[src/design/lps_pkg.sv]
// Constants, types and frame helper shared by the primitive sequencer and its leaf modules.
// Assumes one clock domain. The peer-to-peer frame procedures sit outside this block.
package lps_pkg;

  // Width of one message unit carried by a data primitive.
  localparam int MU_W = 32;
  // Address (two octets) plus control (one octet) ahead of the message unit.
  localparam int HDR_W   = 24;
  localparam int FRAME_W = MU_W + HDR_W;

  // Queue depths; both must be powers of two.
  localparam int IND_DEPTH = 4;
  localparam int ACK_DEPTH = 4;

  // Field positions inside a frame word, most significant octet sent first.
  localparam int FR_SAPI_LSB = FRAME_W - 6;
  localparam int FR_CTRL_LSB = MU_W;

  // Address and control codes.
  localparam logic [5:0] SAPI_L3    = 6'h00;
  localparam logic [5:0] SAPI_MGMT  = 6'h3F;
  localparam logic [6:0] TEI_GROUP  = 7'h7F;
  localparam logic       CR_CMD     = 1'b0;
  localparam logic [7:0] CTRL_UI    = 8'h03;
  localparam logic [7:0] CTRL_I     = 8'h00;

  // Reset values of the endpoint state flops.
  localparam logic [1:0] P2P_RST = 2'h0;
  localparam logic       BC_RST  = 1'b0;

  // Generic names and primitive types as they cross the layer 3 boundary.
  typedef enum logic [1:0] {GEN_EST = 2'h0, GEN_REL = 2'h1, GEN_DATA = 2'h2, GEN_UDATA = 2'h3} lps_gen_t;
  typedef enum logic [1:0] {TYP_REQ = 2'h0, TYP_IND = 2'h1, TYP_RESP = 2'h2, TYP_CONF = 2'h3} lps_typ_t;

  // Point-to-point endpoint states, Gray coded around the usual cycle.
  typedef enum logic [1:0] {ST_REL = 2'h0, ST_AW_EST = 2'h1, ST_EST = 2'h3, ST_AW_REL = 2'h2} lps_p2p_t;

  // A broadcast endpoint has exactly one state.
  typedef enum logic {BC_INFO = 1'b0} lps_bc_t;

  // Wraps a message unit into a complete frame without reordering its bits.
  function automatic logic [FRAME_W-1:0] lps_mk_frame(input logic [5:0] sapi, input logic [6:0] tei,
                                                    input logic [7:0] ctrl, input logic [MU_W-1:0] mu);
    lps_mk_frame = {sapi, CR_CMD, 1'b0, tei, 1'b1, ctrl, mu};
  endfunction : lps_mk_frame

endpackage : lps_pkg

[src/design/lps_strm_if.sv]
// Valid/ready stream carrier used between the sequencer and its queues.
// Assumes both ends share one clock.
`timescale 1ns/1ps
interface lps_strm_if #(parameter int W = 8);
  logic         valid;
  logic         ready;
  logic [W-1:0] data;
  modport src (output valid, output data, input ready);
  modport snk (input valid, input data, output ready);
endinterface : lps_strm_if

[src/design/lps_fifo.sv]
// First-in first-out queue of flip-flops with a flush input.
// Assumes D is a power of two; flush wins over a push in the same cycle.
`timescale 1ns/1ps
module lps_fifo
  import lps_pkg::*;
#(
  parameter int W = 8,
  parameter int D = 4
) (
  // Clock and reset
  input  wire logic clk,
  input  wire logic nrst,
  // Control
  input  wire logic flush,
  output logic      room_r,
  // Streams
  lps_strm_if.snk   wr,
  lps_strm_if.src   rd
);
  localparam int AW = $clog2(D);

  logic [W-1:0] mem [D];
  logic [AW-1:0] wp_r;
  logic [AW-1:0] rp_r;
  logic [AW:0]   cnt_r;
  logic [AW:0]   cnt_nxt;
  logic          push;
  logic          pop;

  // Handshake decode.
  assign push     = wr.valid && wr.ready && !flush;
  assign pop      = rd.valid && rd.ready && !flush;
  assign wr.ready = (cnt_r != (AW+1)'(D));
  assign rd.valid = (cnt_r != '0);
  assign rd.data  = mem[rp_r];
  assign cnt_nxt  = flush ? '0 : cnt_r + (AW+1)'(push) - (AW+1)'(pop);

  // Pointers and fill count; room_r promises space for at least one more push.
  always_ff @(posedge clk or negedge nrst) begin
    if (!nrst) begin
      wp_r   <= '0;
      rp_r   <= '0;
      cnt_r  <= '0;
      room_r <= 1'b1;
    end else begin
      wp_r   <= flush ? '0 : wp_r + AW'(push);
      rp_r   <= flush ? '0 : rp_r + AW'(pop);
      cnt_r  <= cnt_nxt;
      room_r <= (cnt_nxt < (AW+1)'(D - 1));
    end
  end

  // Storage is written in place; entries need no reset.
  always_ff @(posedge clk) begin
    if (push) begin
      mem[wp_r] <= wr.data;
    end
  end

endmodule : lps_fifo

[src/design/lps_prio_arb.sv]
// Two-class fixed-order arbiter for frames contending for the physical layer.
// Assumes requests stay up until granted; the grant is combinational.
`timescale 1ns/1ps
module lps_prio_arb
  import lps_pkg::*;
#(
  parameter int N = 3,
  parameter int W = 8
) (
  // Requests
  input  wire logic [N-1:0] req,
  input  wire logic [N-1:0] hi,
  input  wire logic [W-1:0] data [N],
  // Result
  output logic [N-1:0]      grant,
  output logic [W-1:0]      sel_data,
  output logic              sel_hi
);
  logic [N-1:0] hi_req;
  logic [N-1:0] cand;
  logic [W-1:0] part [N];

  // High class beats low class; inside a class the lowest index wins.
  assign hi_req = req & hi;
  assign cand   = (|hi_req) ? hi_req : req;
  assign grant  = cand & (~cand + N'(1));
  assign sel_hi = |hi_req;

  // Select the granted entry by an OR of masked words.
  genvar i;
  generate
    for (i = 0; i < N; i++) begin : g_sel
      if (i == 0) begin : g_first
        assign part[i] = grant[i] ? data[i] : '0;
      end else begin : g_rest
        assign part[i] = part[i-1] | (grant[i] ? data[i] : '0);
      end
    end
  endgenerate
  assign sel_data = part[N-1];

endmodule : lps_prio_arb

[src/design/lps_seq.sv]
// Primitive sequencer between layer 3, management and the physical layer.
// Assumes one clock; the frame procedures drive the lk_* events as one-cycle pulses.
`timescale 1ns/1ps
module lps_seq
  import lps_pkg::*;
(
  // Clock and reset
  input  wire logic             clk,
  input  wire logic             nrst,
  // Layer 3 requests
  input  wire logic             l3_req_valid,
  input  wire logic [1:0]       l3_req_gen,
  input  wire logic [MU_W-1:0]  l3_req_mu,
  output logic                  l3_req_ready,
  // Layer 3 indications and confirms
  output logic                  l3_ind_valid,
  output logic [1:0]            l3_ind_gen,
  output logic [1:0]            l3_ind_typ,
  output logic [MU_W-1:0]       l3_ind_mu,
  input  wire logic             l3_ind_ready,
  // Management unit data requests
  input  wire logic             mgmt_req_valid,
  input  wire logic [MU_W-1:0]  mgmt_req_mu,
  output logic                  mgmt_req_ready,
  // Frame procedure events and commands
  input  wire logic             lk_est_done,
  input  wire logic             lk_est_fail,
  input  wire logic             lk_rel_seen,
  input  wire logic             lk_reest_seen,
  input  wire logic             lk_dm_f0,
  output logic                  lk_evt_ready,
  output logic                  lk_est_start,
  output logic                  lk_rel_start,
  // Assigned endpoint identifier
  input  wire logic [6:0]       tei,
  // Physical layer transmit
  output logic                  phy_req_valid,
  output logic                  phy_req_prio,
  output logic [FRAME_W-1:0]    phy_req_frame,
  input  wire logic             phy_req_ready,
  // Physical layer receive
  input  wire logic             phy_ind_valid,
  input  wire logic [FRAME_W-1:0] phy_ind_frame,
  output logic                  phy_ind_ready,
  // Endpoint state
  output logic [1:0]            p2p_state,
  output logic                  bc_state
);
  localparam int IE_W = 4 + MU_W;

  lps_p2p_t         st_r, st_nxt;
  lps_bc_t          bc_r;
  logic             hold_v_r, hold_v_nxt, take, acc;
  lps_gen_t         hold_gen_r;
  logic [MU_W-1:0]  hold_mu_r;
  logic             ud_v_r, mg_v_r, rx_v_r, phy_v_r, out_v_r;
  logic [MU_W-1:0]  ud_mu_r, mg_mu_r;
  logic [FRAME_W-1:0] rx_fr_r;
  logic             req_est, req_rel, sm_go, sm_take;
  logic             sm_push, flush, est_go, rel_go;
  lps_gen_t         sm_gen;
  lps_typ_t         sm_typ;
  logic             ind_room, ack_room;
  logic             rx_ui, rx_mgmt, rx_keep, rx_drain, rx_acc;
  logic             phy_load, out_load;
  logic [2:0]       arb_req, arb_hi, arb_grant;
  logic [FRAME_W-1:0] arb_data [3];
  logic [FRAME_W-1:0] arb_sel;
  logic             arb_sel_hi;

  lps_strm_if #(.W(IE_W))  ind_wr ();
  lps_strm_if #(.W(IE_W))  ind_rd ();
  lps_strm_if #(.W(MU_W))  ack_wr ();
  lps_strm_if #(.W(MU_W))  ack_rd ();

  // Indications to layer 3 leave in the order they were raised.
  lps_fifo #(.W(IE_W), .D(IND_DEPTH)) u_ind_q (
    .clk    (clk),
    .nrst   (nrst),
    .flush  (1'b0),
    .room_r (ind_room),
    .wr     (ind_wr),
    .rd     (ind_rd)
  );

  // Acknowledged data waits here until the link is established.
  lps_fifo #(.W(MU_W), .D(ACK_DEPTH)) u_ack_q (
    .clk    (clk),
    .nrst   (nrst),
    .flush  (flush),
    .room_r (ack_room),
    .wr     (ack_wr),
    .rd     (ack_rd)
  );

  // Request decode; a held request is one primitive taken by one handshake.
  assign acc     = l3_req_valid && l3_req_ready;
  assign req_est = hold_v_r && (hold_gen_r == GEN_EST);
  assign req_rel = hold_v_r && (hold_gen_r == GEN_REL);
  assign sm_go   = (req_est || req_rel) && ind_room;
  assign take    = sm_take
                || (hold_v_r && (hold_gen_r == GEN_DATA) && ack_wr.ready)
                || (hold_v_r && (hold_gen_r == GEN_UDATA) && !ud_v_r);
  assign hold_v_nxt   = acc || (hold_v_r && !take);
  assign ack_wr.valid = hold_v_r && (hold_gen_r == GEN_DATA);
  assign ack_wr.data  = hold_mu_r;

  // Endpoint state machine; link events win over a held request in the same cycle.
  always_comb begin
    st_nxt  = st_r;
    sm_push = 1'b0;
    sm_gen  = GEN_EST;
    sm_typ  = TYP_IND;
    flush   = 1'b0;
    est_go  = 1'b0;
    rel_go  = 1'b0;
    sm_take = 1'b0;
    unique case (st_r)
      ST_REL: begin
        if (lk_reest_seen) begin
          st_nxt  = ST_EST;
          sm_push = 1'b1;
          flush   = 1'b1;
        end else if (lk_dm_f0) begin
          st_nxt = ST_AW_EST;
          est_go = 1'b1;
        end else if (sm_go) begin
          sm_take = 1'b1;
          if (req_est) begin
            st_nxt = ST_AW_EST;
            est_go = 1'b1;
          end else begin
            sm_push = 1'b1; // Immediate confirm: nothing to release.
            sm_gen  = GEN_REL;
            sm_typ  = TYP_CONF;
            flush   = 1'b1;
          end
        end
      end
      ST_AW_EST: begin
        if (lk_est_done || lk_reest_seen) begin
          st_nxt  = ST_EST;
          sm_push = 1'b1;
          sm_typ  = TYP_CONF;
        end else if (lk_est_fail) begin
          st_nxt  = ST_REL;
          sm_push = 1'b1;
          sm_gen  = GEN_REL;
          flush   = 1'b1;
        end else if (lk_rel_seen) begin
          sm_push = 1'b1;
          sm_gen  = GEN_REL;
          flush   = 1'b1;
          est_go  = 1'b1; // Unrelated release: keep establishing
        end else if (sm_go) begin
          sm_take = 1'b1;
          if (req_est) begin
            est_go = 1'b1;
          end else begin
            st_nxt = ST_AW_REL;
            rel_go = 1'b1;
          end
        end
      end
      ST_EST: begin
        if (lk_rel_seen) begin
          st_nxt  = ST_REL;
          sm_push = 1'b1;
          sm_gen  = GEN_REL;
          flush   = 1'b1;
        end else if (lk_reest_seen) begin
          sm_push = 1'b1;
          flush   = 1'b1;
        end else if (lk_dm_f0) begin
          st_nxt = ST_AW_EST;
          est_go = 1'b1;
        end else if (sm_go) begin
          sm_take = 1'b1;
          if (req_est) begin
            st_nxt = ST_AW_EST; // A confirm may still be queued; it is followed by another
            est_go = 1'b1;
          end else begin
            st_nxt = ST_AW_REL;
            rel_go = 1'b1;
          end
        end
      end
      ST_AW_REL: begin
        if (lk_rel_seen || lk_est_fail) begin
          st_nxt  = ST_REL;
          sm_push = 1'b1;
          sm_gen  = GEN_REL;
          sm_typ  = TYP_CONF;
          flush   = 1'b1;
        end else if (sm_go) begin
          sm_take = 1'b1;
          if (req_est) begin
            st_nxt = ST_AW_EST;
            est_go = 1'b1;
          end
        end
      end
    endcase
  end

  // Received frames: the information field alone goes up to layer 3.
  assign rx_ui    = (rx_fr_r[FR_CTRL_LSB +: 8] == CTRL_UI);
  assign rx_mgmt  = (rx_fr_r[FR_SAPI_LSB +: 6] == SAPI_MGMT);
  assign rx_keep  = !rx_mgmt && (rx_ui || (st_r == ST_EST));
  assign rx_drain = rx_v_r && !sm_push && (ind_wr.ready || !rx_keep);
  assign rx_acc   = phy_ind_valid && phy_ind_ready;
  assign ind_wr.valid = sm_push || (rx_v_r && rx_keep && !sm_push);
  assign ind_wr.data  = sm_push ? {sm_gen, sm_typ, {MU_W{1'b0}}}
                      : {(rx_ui ? GEN_UDATA : GEN_DATA), TYP_IND, rx_fr_r[MU_W-1:0]};

  // Physical transmit contenders: acknowledged data, unit data, management.
  assign phy_load    = !phy_v_r || phy_req_ready;
  assign arb_req     = {mg_v_r, ud_v_r, ack_rd.valid && (st_r == ST_EST)} & {3{phy_load}};
  assign arb_hi      = {SAPI_MGMT == 6'h00, SAPI_L3 == 6'h00, SAPI_L3 == 6'h00};
  assign arb_data[0] = lps_mk_frame(SAPI_L3, tei, CTRL_I, ack_rd.data);
  assign arb_data[1] = lps_mk_frame(SAPI_L3, TEI_GROUP, CTRL_UI, ud_mu_r);
  assign arb_data[2] = lps_mk_frame(SAPI_MGMT, TEI_GROUP, CTRL_UI, mg_mu_r);
  assign ack_rd.ready = arb_grant[0];

  lps_prio_arb #(.N(3), .W(FRAME_W)) u_arb (
    .req      (arb_req),
    .hi       (arb_hi),
    .data     (arb_data),
    .grant    (arb_grant),
    .sel_data (arb_sel),
    .sel_hi   (arb_sel_hi)
  );

  // Indication output stage refills whenever layer 3 takes the current one.
  assign out_load     = !out_v_r || l3_ind_ready;
  assign ind_rd.ready = out_load;

  // Endpoint states, held request and command pulses.
  always_ff @(posedge clk or negedge nrst) begin
    if (!nrst) begin
      st_r         <= lps_p2p_t'(P2P_RST);
      bc_r         <= lps_bc_t'(BC_RST);
      hold_v_r     <= 1'b0;
      hold_gen_r   <= GEN_EST;
      hold_mu_r    <= '0;
      l3_req_ready <= 1'b1;
      lk_est_start <= 1'b0;
      lk_rel_start <= 1'b0;
    end else begin
      st_r         <= st_nxt;
      bc_r         <= BC_INFO;
      hold_v_r     <= hold_v_nxt;
      l3_req_ready <= !hold_v_nxt;
      lk_est_start <= est_go;
      lk_rel_start <= rel_go;
      if (acc) begin
        hold_gen_r <= lps_gen_t'(l3_req_gen);
        hold_mu_r  <= l3_req_mu;
      end
    end
  end

  // Single-entry slots for unit data, management data and received frames.
  always_ff @(posedge clk or negedge nrst) begin
    if (!nrst) begin
      ud_v_r         <= 1'b0;
      ud_mu_r        <= '0;
      mg_v_r         <= 1'b0;
      mg_mu_r        <= '0;
      mgmt_req_ready <= 1'b1;
      rx_v_r         <= 1'b0;
      rx_fr_r        <= '0;
      phy_ind_ready  <= 1'b1;
    end else begin
      if (hold_v_r && (hold_gen_r == GEN_UDATA) && !ud_v_r) begin
        ud_v_r  <= 1'b1;
        ud_mu_r <= hold_mu_r;
      end else if (arb_grant[1]) begin
        ud_v_r <= 1'b0;
      end
      if (mgmt_req_valid && mgmt_req_ready) begin
        mg_v_r         <= 1'b1;
        mg_mu_r        <= mgmt_req_mu;
        mgmt_req_ready <= 1'b0;
      end else if (arb_grant[2]) begin
        mg_v_r         <= 1'b0;
        mgmt_req_ready <= 1'b1;
      end
      if (rx_acc) begin
        rx_v_r        <= 1'b1;
        rx_fr_r       <= phy_ind_frame;
        phy_ind_ready <= 1'b0;
      end else if (rx_drain) begin
        rx_v_r        <= 1'b0;
        phy_ind_ready <= 1'b1;
      end
    end
  end

  // Registered physical request and layer 3 indication outputs.
  always_ff @(posedge clk or negedge nrst) begin
    if (!nrst) begin
      phy_v_r       <= 1'b0;
      phy_req_prio  <= 1'b0;
      phy_req_frame <= '0;
      out_v_r       <= 1'b0;
      l3_ind_gen    <= '0;
      l3_ind_typ    <= '0;
      l3_ind_mu     <= '0;
    end else begin
      if (phy_load) begin
        phy_v_r <= |arb_grant;
        if (|arb_grant) begin
          phy_req_prio  <= arb_sel_hi;
          phy_req_frame <= arb_sel;
        end
      end
      if (out_load) begin
        out_v_r <= ind_rd.valid;
        if (ind_rd.valid) begin
          l3_ind_gen <= ind_rd.data[IE_W-1 -: 2];
          l3_ind_typ <= ind_rd.data[IE_W-3 -: 2];
          l3_ind_mu  <= ind_rd.data[MU_W-1:0];
        end
      end
    end
  end

  // Output wiring from the flops above.
  assign phy_req_valid = phy_v_r;
  assign l3_ind_valid  = out_v_r;
  assign lk_evt_ready  = ind_room;
  assign p2p_state     = st_r;
  assign bc_state      = bc_r;

endmodule : lps_seq

[config.mk]
export PLATFORM = sky130hd
export DESIGN_NAME = lps_seq
export DESIGN_NICKNAME = d
export VERILOG_FILES = /design/src/design/lps_pkg.sv /design/src/design/lps_strm_if.sv /design/src/design/lps_fifo.sv /design/src/design/lps_prio_arb.sv /design/src/design/lps_seq.sv
export SDC_FILE = /design/constraint.sdc
export NUM_CORES = 1
export LEC_CHECK = 0
export ABC_AREA = 1
export BUFFER_PORTS_ARGS = -buffer_cell sky130_fd_sc_hd__buf_2
export CAP_MARGIN = 20
export CORE_MARGIN = 3
export CORE_UTILIZATION = 35
export DETAILED_ROUTE_END_ITERATION = 7
export HOLD_SLACK_MARGIN = 0.15
export PLACE_DENSITY = 0.61
export SYNTH_ARGS = -nofsm -noshare
export SYNTH_HDL_FRONTEND = slang
export SYNTH_HIERARCHICAL = 1
export SYNTH_SLANG_ARGS = --single-unit
[constraint.sdc]
create_clock -name clk -period 5.2 [get_ports clk]
set_clock_uncertainty 0.2 [all_clocks]
set_input_delay 0.78 -clock clk [delete_from_list [all_inputs] [get_ports clk]]
set_output_delay 0.78 -clock clk [all_outputs]
set_load 0.005 [all_outputs]
---- After elaboration in Yosys (flattened, before gate mapping) ----
Memories as Yosys holds them, arrays and structs flattened. A register that Yosys moved wholly into a read port is not among the register bits.
Index checks and enable logic that the tools add are counted.
storage, ports and cells
  flip-flop bits (word level) ............. 239
  logic and storage cells ................. 206
  output and inout bits ................... 104
  memory bits (writable) .................. 272
  bits of input ports ..................... 141
  memories ................................ 2
cells by class
  eq/ne operators ......................... 15
  bitwise operators ....................... 5
  multiplexer cells ....................... 93
  reduce and logical (&&, ||, !) cells .... 55
  add/sub/neg operators ................... 9
  order comparisons ....................... 1
memory list
  memory       words  bits a word  read ports  clocked after memory_dff  write ports  line            RTL
  u_ind_q.mem  4      36           1           1                         1            lps_fifo.sv:22  logic [W-1:0] mem [D];
  u_ack_q.mem  4      32           1           0                         1            lps_fifo.sv:22
operators with widths
  operator            number
  $or 56x56->56       2
  $mux 48             2
  $mux 1              56
  $mux 56             1
  $mux 2              23
  $mux 36             1
  $logic_and 1x1->1   22
  $ne 4x4->1 const B  4
  $pmux 1 s4          4
  $pmux 2 s4          2
  $logic_or 1x1->1    11
  $logic_not 1->1     10
  $ne 3x3->1 const B  3
  $add 2x1->2         4
  $eq 2x2->1 const B  4
  $eq 8x2->1 const B  1
  $add 3x1->3         2
  $and 3x3->3         2
  $eq 6x6->1 const B  1
  $mux 3              2
  $pmux 2 s3          1
  $reduce_bool 2->1   3
  $reduce_bool 3->1   2
  $sub 3x1->3         2
  10 further kinds    13

---- Logic depth before layout (Yosys ltp) ----
Gate-level depths: netlist of run 1.
  depth after elaboration ................. 15
  mapped depth ............................ 22
  gate-level depth less buffers ........... 21

---- Hierarchy ----
Netlist of run 1, hierarchy kept.
by module, submodules not included
  module               cells an instance  area each (sq um)  sequential area each (sq um)  instances
  lps_seq              871                9929.5             6259.8                        1
  lps_fifo at u_ind_q  399                5834.3             4525.6                        1
  lps_fifo at u_ack_q  360                5183.7             4045.1                        1
  lps_prio_arb         278                1416.4             0.0                           1

---- Worst setup path before layout of run 1 ----
Ideal clock, no wire load.
  path kind ............................... input to register
  start ................................... input port lk_rel_seen
  end ..................................... memory u_ind_q/mem[0][0] (netlist name), enable pin
  data arrival time ....................... 3.985 ns
  setup time .............................. 0.474 ns
  data required time ...................... 4.526 ns
  path buffers ............................ 0
  setup slack ............................. 0.541 ns
  stages .................................. 10
  cells stage by stage .................... nor2_4 > inv_1 > nand2_2 > nand2_1 > nor2_1 > nand2_2 > inv_2 > nand2_1 > nand3_1 > nor3_1
between the ends
  word-level cells in the longest chain between the ends .. 10
  elaborated cells between the ends (all ways) .. 13
  those cells by class .................... mux: 8; reduce/logical: 5
RTL lines
  element                         line              RTL
  start, declared                 lps_seq.sv:28     input wire logic lk_rel_seen,
  $mux 1                          lps_seq.sv:150    end else if (lk_rel_seen) begin
  $mux 1                          lps_seq.sv:145    end else if (lk_est_fail) begin
  $mux 1                          lps_seq.sv:141    if (lk_est_done || lk_reest_seen) begin
  $pmux 1 s4 *                    lps_seq.sv:118    unique case (st_r)
  $logic_not 1->1                 lps_seq.sv:212    assign ind_wr.valid = sm_push || (rx_v_r && rx_keep && !sm_push);
  $logic_and 1x1->1               lps_seq.sv:212
  $logic_or 1x1->1 *              lps_seq.sv:212
  net ind_wr.valid                lps_strm_if.sv:5  logic valid;
  $logic_and 1x1->1 *             lps_fifo.sv:31    assign push = wr.valid && wr.ready && !flush;
  $mux 1 *                        lps_fifo.sv:55    if (push) begin
  $mux 1 (implied by the code) *  lps_fifo.sv:56    mem[wp_r] <= wr.data;
  end, declared                   lps_fifo.sv:22
Mark *: on every way through the listed nets, which the timed path passes. The rest lies on a longest branch.

---- Worst setup path after layout of run 1 ----
  start ................................... register st_r[0] (netlist: p2p_state[0])
  end ..................................... register phy_req_frame[17]
between the ends
  word-level cells in the longest chain between the ends .. 10
  elaborated cells between the ends (all ways) .. 15
  those cells by class .................... add/sub: 1; eq/ne: 1; mux: 4; bitwise: 5; reduce/logical: 4
RTL lines
  element                     line                RTL
  start, declared             lps_seq.sv:51       lps_p2p_t st_r, st_nxt;
  start signal, assigned      lps_seq.sv:241      st_r <= lps_p2p_t'(P2P_RST);
  start signal, assigned      lps_seq.sv:250      st_r <= st_nxt;
  $eq 2x2->1 *                lps_seq.sv:218      assign arb_req = {mg_v_r, ud_v_r, ack_rd.valid && (st_r == ST_EST)} & {3{phy_load}};
  $logic_and 1x1->1 *         lps_seq.sv:218
  $and 3x3->3 *               lps_seq.sv:218
  net arb_req[0]              lps_seq.sv:66       logic [2:0] arb_req, arb_hi, arb_grant;
  $mux 3 *                    lps_prio_arb.sv:25  assign cand = (|hi_req) ? hi_req : req;
  $not 3->3 *                 lps_prio_arb.sv:26  assign grant = cand & (~cand + N'(1));
  $add 3x1->3 *               lps_prio_arb.sv:26
  $and 3x3->3 *               lps_prio_arb.sv:26
  net arb_grant[1]            lps_seq.sv:66
  $mux 48                     lps_prio_arb.sv:36  assign part[i] = part[i-1] | (grant[i] ? data[i] : '0);
  $or 56x56->56 (2 in a row)  lps_prio_arb.sv:36
  end signal, assigned        lps_seq.sv:315      phy_req_frame <= arb_sel;
  end, declared               lps_seq.sv:39       output logic [FRAME_W-1:0] phy_req_frame,
Marked as above.
A chain may end at the register's enable or synchronous reset.

==> out/qor.csv, run 1 <==
stage;metric;value;unit
sta;tns;0;ns
setup_path;required;5.49;ns
synth;synthCells;1905;
synth;syn_area;22330;um^2
sta;min_period;3.485;ns
sta;tightest_slew;1.086;ns
setup_path;worst_setup_path_start_kind;register;
cells_and_area;post-route-util;0.4224;
cts;cts-root-buf;clkbuf_16;
die;die_x;258.6;um
global_routing;grt_pass1_vias;15250;
cells_and_area;drive_gt1_frac;0.2239;
drt;drt_wl_total;54080;um
global_routing;grt_pass1_wl;84080;um
pwr;total_power;0.01555;W
die;die-area;66860;um^2
sta;relSlewSlack;0.2732;
run_status;status;complete, no violations;
setup_path;cp.arrival;3.78;ns
die;placementRows;91;
cts;h-tree-depth;2;
cts;cts_tree;built;
cells_and_area;nNetsFinal;2348;
cts;clkTransAtPathRegs;0.06;ns
placed_design;post_dp_cell_area;24340;um^2
synth;avgSynthCellArea;11.72;um^2
setup_path;crit_fanout;30;
synth;ys_warn_count;6;
die;core-area;62390;um^2
global_routing;grt_usage;0.1593;
placed_design;hpwlAfterDp;32880;um
die;die_h;258.6;um
global_routing;grt.overflow.total;0;
setup_path;cp-end-kind;register;
pwr;p_per_area;590.0;nW/um^2
run;max_cap_viol_count;0;
drt;first_iter_violations;1012;
setup_path;critPathKind;reg2reg;
drt;wl_per_cell;17.54;um
sta;drv_slew;0;
global_routing;antenna_found_initial;2;
drt;vias;15240;
global_routing;grt_max_degree;101;
drt;vias_per_cell;4.942;
cts;cts.sinks;537;
cells_and_area;syn2layout_area_growth;18.02;%
drt;drc;0;
cts;numCtsBuffers;58;
sta;final.period_utilization;0.6702;
pwr;ir_drop;287.5;uV
drt;drtPass1Iterations;5;
placed_design;gp_congestion;0.8052;
sta;hold_violations;0;
die;ios;245;
cts;cts.path.max_buffers;3;
min_path;hp-class;in2reg;
sta;grt_setup_unrepaired;false;
placed_design;place.port_buffers;233;
cts;clk_latency;0.61;ns
sta;finalSetupViolCount;0;
drt;final_antenna_net_count;0;
placed_design;dp_worst_setup_slack;1.497;ns
pwr;p_leak;11.16;nW
cells_and_area;final_area;26350;um^2
die;initial_core_util;0.3579;
cells_and_area;diodes;0;
sta;timing.fmax;286.9;MHz
sta;setup_slack;1.715;ns
[registers in the layout, indices dropped and copies added (netlist names), 3 cells and up]
register       count
u_ind_q/cnt_r      3
ud_mu_r           32
rx_fr_r           46
ack_wr.data       32
phy_req_frame     56
l3_ind_mu         32
u_ind_q/mem      144
u_ack_q/mem      128
mg_mu_r           32
u_ack_q/cnt_r      3
[per-stage QoR]
| stage | hold slack [ns] | instances |
|---|---|---|
| 2_1_floorplan | 0.2427 | 1984 |
| 5_1_grt | 0.1726 | 3084 |
| 4_1_cts | 0.1515 | 3083 |
| 3_5_place_dp | 0.2589 | 2965 |
| 6_report | 0.1968 | 3084 |
| 3_3_place_gp | 0.2541 | 2965 |
[per-layer routing]
metal  vias to the layer above  track usage  wire length, um
met5                         -            0                0
met1                      7522       0.2056            23380
met4                         0      0.04854             1281
met2                       464       0.2743            26220
met3                        85      0.02785             3208
li1                       7170            -                -
[placed cells by master (no fill, tap or decap), types with 19 or more instances in the layout]
| master | instances |
|---|---|
| nand3_1 | 125 |
| inv_1 | 111 |
| o21ai_0 | 115 |
| a21oi_1 | 34 |
| o22ai_1 | 68 |
| conb_1 | 81 |
| nand4_1 | 57 |
| dfrtp_1 | 259 |
| buf_2 | 232 |
| mux2_1 | 19 |
| nand2_1 | 219 |
| edfxtp_1 | 272 |
| o21ai_1 | 89 |
| buf_4 | 23 |
| clkbuf_1 | 19 |
| nor2_1 | 236 |
| mux2_2 | 114 |
| clkbuf_16 | 61 |
[report_power, final]
group	internal, W	switching, W
clock	0.00243	0.00165
sequential	0.00610	0.000704
combinational	0.00187	0.00280
total	0.0104	0.00516
[final timing paths]
| path | start | slack [ns] | end | cells after the start |
|---|---|---|---|---|
| max | p2p_state[0]$_DFFE_PN0P_ | 1.71 | phy_req_frame[17]$_DFFE_PN0P_ | 12 |
| min | phy_ind_frame[36] | 0.20 | rx_fr_r[36]$_DFFE_PN0P_ | 3 |
| min in group asynchronous | nrst | 0.65 | hold_gen_r[0]$_DFFE_PN0P_ | 2 |
| max reg2reg | p2p_state[0]$_DFFE_PN0P_ | 1.71 | phy_req_frame[17]$_DFFE_PN0P_ | 12 |
| min reg2reg | ud_mu_r[28]$_DFFE_PN0P_ | 0.27 | ud_mu_r[28]$_DFFE_PN0P_ | 2 |
| max in group asynchronous | nrst | 3.18 | ack_wr.data[4]$_DFFE_PN0P_ | 3 |
[worst max-delay path: stages, from the launching register on]
cell	delay, ns
dfrtp_1	0.40
nand2_1	0.17
inv_1	0.18
nand2_1	0.12
nor2_1	0.22
nand2_1	0.15
nand3_1	0.12
nand2_2	0.07
inv_2	0.38
nor2_1	0.18
o31ai_4	0.28
buf_4	0.49
mux2_2	0.40
[what timing repair did]
| action | CTS | global route |
|---|---|---|
| resized for setup | 0 | 0 |
| hold buffers | 8 | 0 |
| endpoints found under the hold margin | 101 | 0 |
| buffers inserted | 0 | 0 |
[layout make-up]
class	instances	area, um^2
repair buffers	267	1489
flip-flops and latches	537	14810
clock inverters	28	282.8
multi-input cells	1211	6631
clock buffers	82	1625
well taps	837	1047
inverters	122	470.5
fillers	5912	36040
No activity file was read; power rests on OpenSTA's default activity.
==> run 2, diff against run 1 <==
--- a/config.mk
+++ b/config.mk
@@ -5,7 +5,7 @@
 export SDC_FILE = /design/constraint.sdc
 export NUM_CORES = 1
 export LEC_CHECK = 0
-export ABC_AREA = 1
+export ABC_AREA = 0
 export BUFFER_PORTS_ARGS = -buffer_cell sky130_fd_sc_hd__buf_2
 export CAP_MARGIN = 20
 export CORE_MARGIN = 3
==> constraint.sdc (replaced) <==
create_clock -name clk -period 3.4 [get_ports clk]
set_clock_uncertainty 0.2 [all_clocks]
set_input_delay 0.51 -clock clk [delete_from_list [all_inputs] [get_ports clk]]
set_output_delay 0.51 -clock clk [all_outputs]
set_load 0.005 [all_outputs]
==> out/qor.csv, run 2 <==
stage;metric;value;unit;change
drt;vias;12980;;was 15240
die;placementRows;91;;unchanged
cts;clkTransAtPathRegs;0.06;ns;about the same
pwr;p_per_area;824.4;nW/um^2;was 590.0 nW/um^2
setup_path;cp-end-kind;register;;unchanged
sta;final.period_utilization;0.9816;;was 0.6702
cells_and_area;layout.cells.non_filler;2651;;was 3084
cts;numCtsBuffers;56;;was 58
die;die_x;256.3;um;was 258.6 um
sta;grt_setup_unrepaired;true;;was false
die;core-area;61830;um^2;was 62390 um^2
sta;drv_slew;0;;unchanged
pwr;clockPowerShare;0.271;;was 0.262
min_path;hp-class;in2reg;;unchanged
drt;vias_per_cell;4.895;;was 4.942
cts;cts_tree;built;;unchanged
cts;cts.sinks;537;;unchanged
sta;tightest_slew;1.044;ns;was 1.086 ns
run;max_cap_viol_count;0;;unchanged
global_routing;grt_max_degree;89;;was 101
cells_and_area;n_fill_cell;5423;;was 5912
setup_path;crit_fanout;2;;was 30
sta;tns;0;ns;unchanged
cells_and_area;largest-register;u_ind_q/mem;;unchanged
placed_design;place.port_buffers;233;;unchanged
placed_design;dp.cells;2419;;was 2965
setup_path;critPathMaxStageDelay;0.56;ns;was 0.49 ns
cells_and_area;final_common_cell;edfxtp_1;;unchanged
pwr;p_leak;11.14;nW;was 11.16 nW
pwr;cellInternalPower;0.01626;W;was 0.01039 W
cells_and_area;multi_input_area;7076;um^2;was 6631 um^2
drt;wl_per_cell;19.43;um;was 17.54 um
setup_path;crit_slowest_cell;or4_4;;was buf_4
drt;first_iter_violations;886;;was 1012
global_routing;antenna_found_initial;8;;was 2
cts;h-tree-depth;2;;unchanged
setup_path;required;3.73;ns;was 5.49 ns
synth;syn_area;21930;um^2;was 22330 um^2
cells_and_area;seq_area;14810;um^2;about the same
cells_and_area;nNetsFinal;1912;;was 2348
drt;drc;0;;unchanged
sta;relSlewSlack;0.3037;;was 0.2732
sta;min_period;3.338;ns;was 3.485 ns
sta;hold_violations;0;;unchanged
cells_and_area;syn2layout_area_growth;27.07;%;was 18.02%
die;ios;245;;unchanged
cts;cts.path.max_buffers;3;;unchanged
synth;synthCells;1298;;was 1905
pwr;combPwrFrac;0.281;;was 0.300
pwr;switching_power;0.006718;W;was 0.005155 W
setup_path;crit_top_cell;ha_4;;was nand2_1
cells_and_area;top_regs;u_ind_q/mem (144), u_ack_q/mem (128), phy_req_frame (56);;unchanged
cells_and_area;drive_gt1_frac;0.3933;;was 0.2239
setup_path;worst_setup_path_start_kind;register;;unchanged
global_routing;grt_pass1_vias;13770;;was 15250
sta;finalSetupViolCount;0;;unchanged
cts;cts-root-buf;clkbuf_16;;unchanged
cells_and_area;final_cell_mix;edfxtp_1 (272), dfrtp_1 (258), mux2_2 (237), buf_2 (232), dlygate4sd3_1 (120);;was edfxtp_1 (272), dfrtp_1 (259), nor2_1 (236), buf_2 (232), nand2_1 (219)
drt;drt_wl_total;51520;um;was 54080 um
placed_design;hpwlAfterDp;31700;um;was 32880 um
setup_path;cp.arrival;3.67;ns;was 3.78 ns
synth;avgSynthCellArea;16.90;um^2;was 11.72 um^2
drt;drtPass1Iterations;5;;unchanged
global_routing;grt_pass1_wl;80930;um;was 84080 um
die;die_h;256.3;um;was 258.6 um
pwr;ir_drop;533.7;uV;was 287.5 uV
cells_and_area;largest_reg_flops;144;;unchanged
synth;ys_warn_count;6;;unchanged
pwr;switching_share;0.2924;;was 0.3315
sta;timing.fmax;299.6;MHz;was 286.9 MHz
setup_path;reg2reg_slack;0.06;ns;was 1.71 ns
drt;final_antenna_net_count;0;;unchanged
setup_path;path_cells;or4_4 > o41a_1 > o31ai_4 > nand2b_4 > or2_4 > ha_4 > inv_4 > ha_4 > inv_2 > fa_2 > xnor3_1 > a2bb2oi_2;;was nand2_1 > inv_1 > nand2_1 > nor2_1 > nand2_1 > nand3_1 > nand2_2 > inv_2 > nor2_1 > o31ai_4 > buf_4 > mux2_2
die;die-area;65710;um^2;was 66860 um^2
run_status;status;complete, no violations;;unchanged
pwr;p_seq_frac;0.448;;was 0.438
global_routing;grt.overflow.total;0;;unchanged
setup_path;critPathKind;reg2reg;;unchanged
die;initial_core_util;0.3548;;was 0.3579
cts;clk_latency;0.61;ns;about the same
placed_design;gp_congestion;0.7961;;was 0.8052
global_routing;grt_usage;0.1575;;was 0.1593
## run 2: area by class of cell
class	count	area share
Antenna cell	6	0.0005387
Inverter	18	0.002514
Clock buffer	81	0.05836
Multi-Input combinational cell	741	0.2539
Tap cell	837	0.03757
Timing Repair Buffer	407	0.1061
Sequential cell	537	0.5313
Clock inverter	24	0.009741
## run 2: final timing paths
kind                       cells past startpoint                     from                        to
max                                           12  rx_fr_r[36]$_DFFE_PN0P_  u_ind_q/room_r$_DFF_PN1_
min                                            4                 lk_dm_f0  p2p_state[0]$_DFFE_PN0P_
max reg2reg                                   12  rx_fr_r[36]$_DFFE_PN0P_  u_ind_q/room_r$_DFF_PN1_
min reg2reg                                    1  rx_fr_r[13]$_DFFE_PN0P_   rx_fr_r[13]$_DFFE_PN0P_
max in group asynchronous                      3                     nrst   ud_mu_r[30]$_DFFE_PN0P_
min in group asynchronous                      2                     nrst   rx_fr_r[22]$_DFFE_PN0P_
## run 2: stage by stage
step	cell area (um^2)	hold WS (ns)	power [W]	utilization	setup slack, ns
3_3_place_gp	24720	0.2807	0.01657	0.3998	-0.05989
3_5_place_dp	24720	0.2860	0.01683	0.3998	-0.1285
5_1_grt	27860	0.2021	0.02429	0.4507	-0.02635
4_1_cts	27850	0.1656	0.02330	0.4504	-0.06675
2_1_floorplan	22390	0.01441	0.01449	-	-0.5903
6_report	27870	0.2154	0.02298	0.4508	0.06242
## run 2: timing repair
action,in CTS,in global routing
hold endpoints to repair,194,0
resized for setup,3,2
setup buffers,1,0
hold buffers,120,0
pin swaps,8,1
endpoints found under the setup margin,2,3
## run 2: worst max-delay path: cells and delay by family, from the launching register on
family                     cells  cell delay (ns)
AOI/OAI and AO/OA              3             0.80
buffers and inverters          2             0.08
DFF                            1             0.37
and+or+nand+nor                3             0.87
adders and majority gates      3             0.67
xor gates and xnor gates       1             0.27
## run 2: layer usage
layer	wire length, um	vias up	part of all wire	track usage
li1	-	5855	-	-
met4	1732	2	0.034	0.06098
met5	13	-	0.00025	0
met2	24900	305	0.48	0.2601
met3	2175	88	0.042	0.02519
met1	22710	6727	0.44	0.2095
## run 2: power groups by stage
stage                     Clock, W  Sequential [W]  Combinational [W]
after floorplan                  0          0.0101            0.00444
after detailed placement         0          0.0105            0.00638
final                      0.00622          0.0103            0.00645
after global routing       0.00669          0.0106            0.00705
after global placement           0          0.0103            0.00623
after CTS                  0.00641          0.0103            0.00655
==> run 3, diff against run 2 <==
--- a/config.mk
+++ b/config.mk
@@ -13,6 +13,8 @@
 export DETAILED_ROUTE_END_ITERATION = 7
 export HOLD_SLACK_MARGIN = 0.15
 export PLACE_DENSITY = 0.61
+export RECOVER_POWER = 50
+export SLEW_MARGIN = 10
 export SYNTH_ARGS = -nofsm -noshare
 export SYNTH_HDL_FRONTEND = slang
 export SYNTH_HIERARCHICAL = 1
==> out/qor.csv, run 3 (same netlist as run 2, synthesis figures left out) <==
stage;metric;value;unit;change
run_status;status;finished, violations left;;was complete, no violations
run_status;violations;max-capacitance violations, max-slew violations;;
setup_path;cp.arrival;3.67;ns;about the same
placed_design;hpwlAfterDp;31700;um;unchanged
pwr;cellInternalPower;0.01617;W;was 0.01626 W
placed_design;place.port_buffers;233;;unchanged
sta;setup_slack;0.06417;ns;was 0.06242 ns
cells_and_area;n_fill_cell;5470;;was 5423
global_routing;grt.overflow.total;0;;unchanged
cts;clkTransAtPathRegs;0.06;ns;about the same
sta;whs;0.2111;ns;was 0.2154 ns
sta;final.period_utilization;0.9811;;was 0.9816
pwr;ir_drop;529.7;uV;was 533.7 uV
cts;cts.path.max_buffers;3;;unchanged
sta;min_period;3.336;ns;was 3.338 ns
pwr;p_seq_frac;0.450;;was 0.448
setup_path;crit_slowest_cell;or4_4;;unchanged
pwr;combPwrFrac;0.278;;was 0.281
cts;cts_tree;built;;unchanged
die;core-area;61830;um^2;unchanged
cts;cts.sinks;537;;unchanged
cells_and_area;final_common_cell;edfxtp_1;;unchanged
drt;first_iter_violations;892;;was 886
cells_and_area;top_regs;u_ind_q/mem (144), u_ack_q/mem (128), phy_req_frame (56);;unchanged
global_routing;antenna_found_initial;8;;unchanged
drt;final_antenna_net_count;0;;unchanged
setup_path;path_cells;or4_4 > o41a_1 > o31ai_4 > nand2b_4 > or2_4 > ha_4 > inv_4 > ha_4 > inv_2 > fa_2 > xnor3_1 > a2bb2oi_2;;unchanged
sta;grt_setup_unrepaired;true;;unchanged
run;max_cap_viol_count;1;;was 0
sta;timing.fmax;299.8;MHz;was 299.6 MHz
die;die-area;65710;um^2;unchanged
global_routing;grt_pass1_wl;80930;um;unchanged
cts;h-tree-depth;2;;unchanged
cells_and_area;drive_gt1_frac;0.3579;;was 0.3933
sta;relSlewSlack;-0.5307;;was 0.3037
die;placementRows;91;;unchanged
placed_design;post_dp_cell_area;24720;um^2;unchanged
drt;drc;0;;unchanged
cells_and_area;largest_reg_flops;144;;unchanged
drt;vias;12940;;was 12980
sta;tightest_slew;2.296;ns;was 1.044 ns
cells_and_area;final_cell_mix;edfxtp_1 (272), dfrtp_1 (258), mux2_2 (237), buf_2 (177), dlygate4sd3_1 (120);;was edfxtp_1 (272), dfrtp_1 (258), mux2_2 (237), buf_2 (232), dlygate4sd3_1 (120)
setup_path;crit_fanout;2;;unchanged
cts;clk_latency;0.60;ns;was 0.61 ns
setup_path;critPathKind;reg2reg;;unchanged
cts;numCtsBuffers;56;;unchanged
cells_and_area;final_area;27730;um^2;was 27870 um^2
sta;hold_violations;0;;unchanged
sta;drv_slew;88;;was 0
setup_path;required;3.73;ns;about the same
global_routing;grt_max_degree;89;;unchanged
pwr;clockPowerShare;0.272;;was 0.271
pwr;p_per_area;825.6;nW/um^2;was 824.4 nW/um^2
die;initial_core_util;0.3548;;unchanged
pwr;switching_power;0.006721;W;was 0.006718 W
drt;drtPass1Iterations;5;;unchanged
pwr;switching_share;0.2936;;was 0.2924
cells_and_area;nNetsFinal;1912;;unchanged
placed_design;dp_worst_setup_slack;-0.1285;ns;unchanged
min_path;hp-class;in2reg;;unchanged
die;die_h;256.3;um;unchanged
drt;vias_per_cell;4.883;;was 4.895
global_routing;grt_pass1_vias;13770;;unchanged
placed_design;gp_congestion;0.7961;;unchanged
die;ios;245;;unchanged
die;die_x;256.3;um;unchanged
setup_path;worst_setup_path_start_kind;register;;unchanged
cts;cts-root-buf;clkbuf_16;;unchanged
sta;tns;0;ns;unchanged
sta;finalSetupViolCount;0;;unchanged
setup_path;crit_top_cell;ha_4;;unchanged
cells_and_area;syn2layout_area_growth;26.43;%;was 27.07%
setup_path;cp-end-kind;register;;unchanged
drt;wl_per_cell;19.43;um;about the same
cells_and_area;largest-register;u_ind_q/mem;;unchanged
drt;drt_wl_total;51490;um;was 51520 um
pwr;p_leak;10.92;nW;was 11.14 nW
setup_path;critPathMaxStageDelay;0.56;ns;about the same
global_routing;grt_usage;0.1575;;unchanged
## run 3: cell count changes in the layout (fill, tap and decap cells not counted), sizes merged
| cell | change |
|---|---|
| diode | -1 |
| buf | -68 |
| clkbuf | +68 |
## run 3: worst paths after layout
kind                       slack, ns                           to  cells after the start               startpoint
min in group asynchronous       0.92      rx_fr_r[13]$_DFFE_PN0P_                      2                     nrst
min                             0.21     p2p_state[0]$_DFFE_PN0P_                      4                 lk_dm_f0
max reg2reg                     0.06     u_ind_q/room_r$_DFF_PN1_                     12  rx_fr_r[36]$_DFFE_PN0P_
max in group asynchronous       0.46  ack_wr.data[23]$_DFFE_PN0P_                      3                     nrst
max                             0.06     u_ind_q/room_r$_DFF_PN1_                     12  rx_fr_r[36]$_DFFE_PN0P_
min reg2reg                     0.30      rx_fr_r[13]$_DFFE_PN0P_                      1  rx_fr_r[13]$_DFFE_PN0P_
## run 3: power by group through the flow
stage | Sequential [W] | Clock [W] | Combinational (W)
global route | 0.0106 | 0.00669 | 0.00696
detailed placement | 0.0105 | 0 | 0.00638
floorplan | 0.0101 | 0 | 0.00444
global placement | 0.0103 | 0 | 0.00623
finish | 0.0103 | 0.00622 | 0.00637
CTS | 0.0103 | 0.00641 | 0.00655
## run 3: worst max-delay path: cells and delay by family (launching register included)
| family | cells | cell delay (ns) |
|---|---|---|
| AO/OA/AOI/OAI | 3 | 0.80 |
| XOR/XNOR | 1 | 0.27 |
| adder cells (fa/ha/maj) | 3 | 0.67 |
| buffers and inverters | 2 | 0.08 |
| flip-flops | 1 | 0.37 |
| AND/OR/NAND/NOR | 3 | 0.87 |
## run 3: area by class of cell
cell class / count / area [um^2] / share of cell area
flip-flops and latches: 537 / 14810 / 0.5340
multi-input cells: 741 / 7071 / 0.2550
repair buffers: 407 / 2825 / 0.1019
clock buffers: 81 / 1627 / 0.05865
well taps: 837 / 1047 / 0.03776
clock inverters: 24 / 271.5 / 0.009791
inverters: 18 / 70.07 / 0.002527
diodes: 5 / 12.51 / 0.0004512
## run 3: stage by stage
stage / power [W] / utilization / std cells
finish: 0.02289 / 0.4485 / 2650
global route: 0.02421 / 0.4485 / 2648
CTS: 0.02330 / 0.4504 / 2645
detailed placement: 0.01683 / 0.3998 / 2419
global placement: 0.01657 / 0.3998 / 2419
floorplan: 0.01449 / - / 1378
## run 3: timing repair
action / CTS / global route
hold endpoints to repair: 194 / 0
endpoints found under the setup margin: 2 / 3
resized for setup: 3 / 2
hold buffers: 120 / 0
pin swaps: 8 / 1
buffers inserted: 1 / 0
## run 3: routing by layer
metal,wire (um),up-vias,part of all wire,GRT usage
li1,-,5869,-,-
met1,22780,6698,0.44,0.2095
met2,24890,285,0.48,0.2601
met3,2087,86,0.041,0.02519
met4,1717,2,0.033,0.06098
met5,13,-,0.00025,0
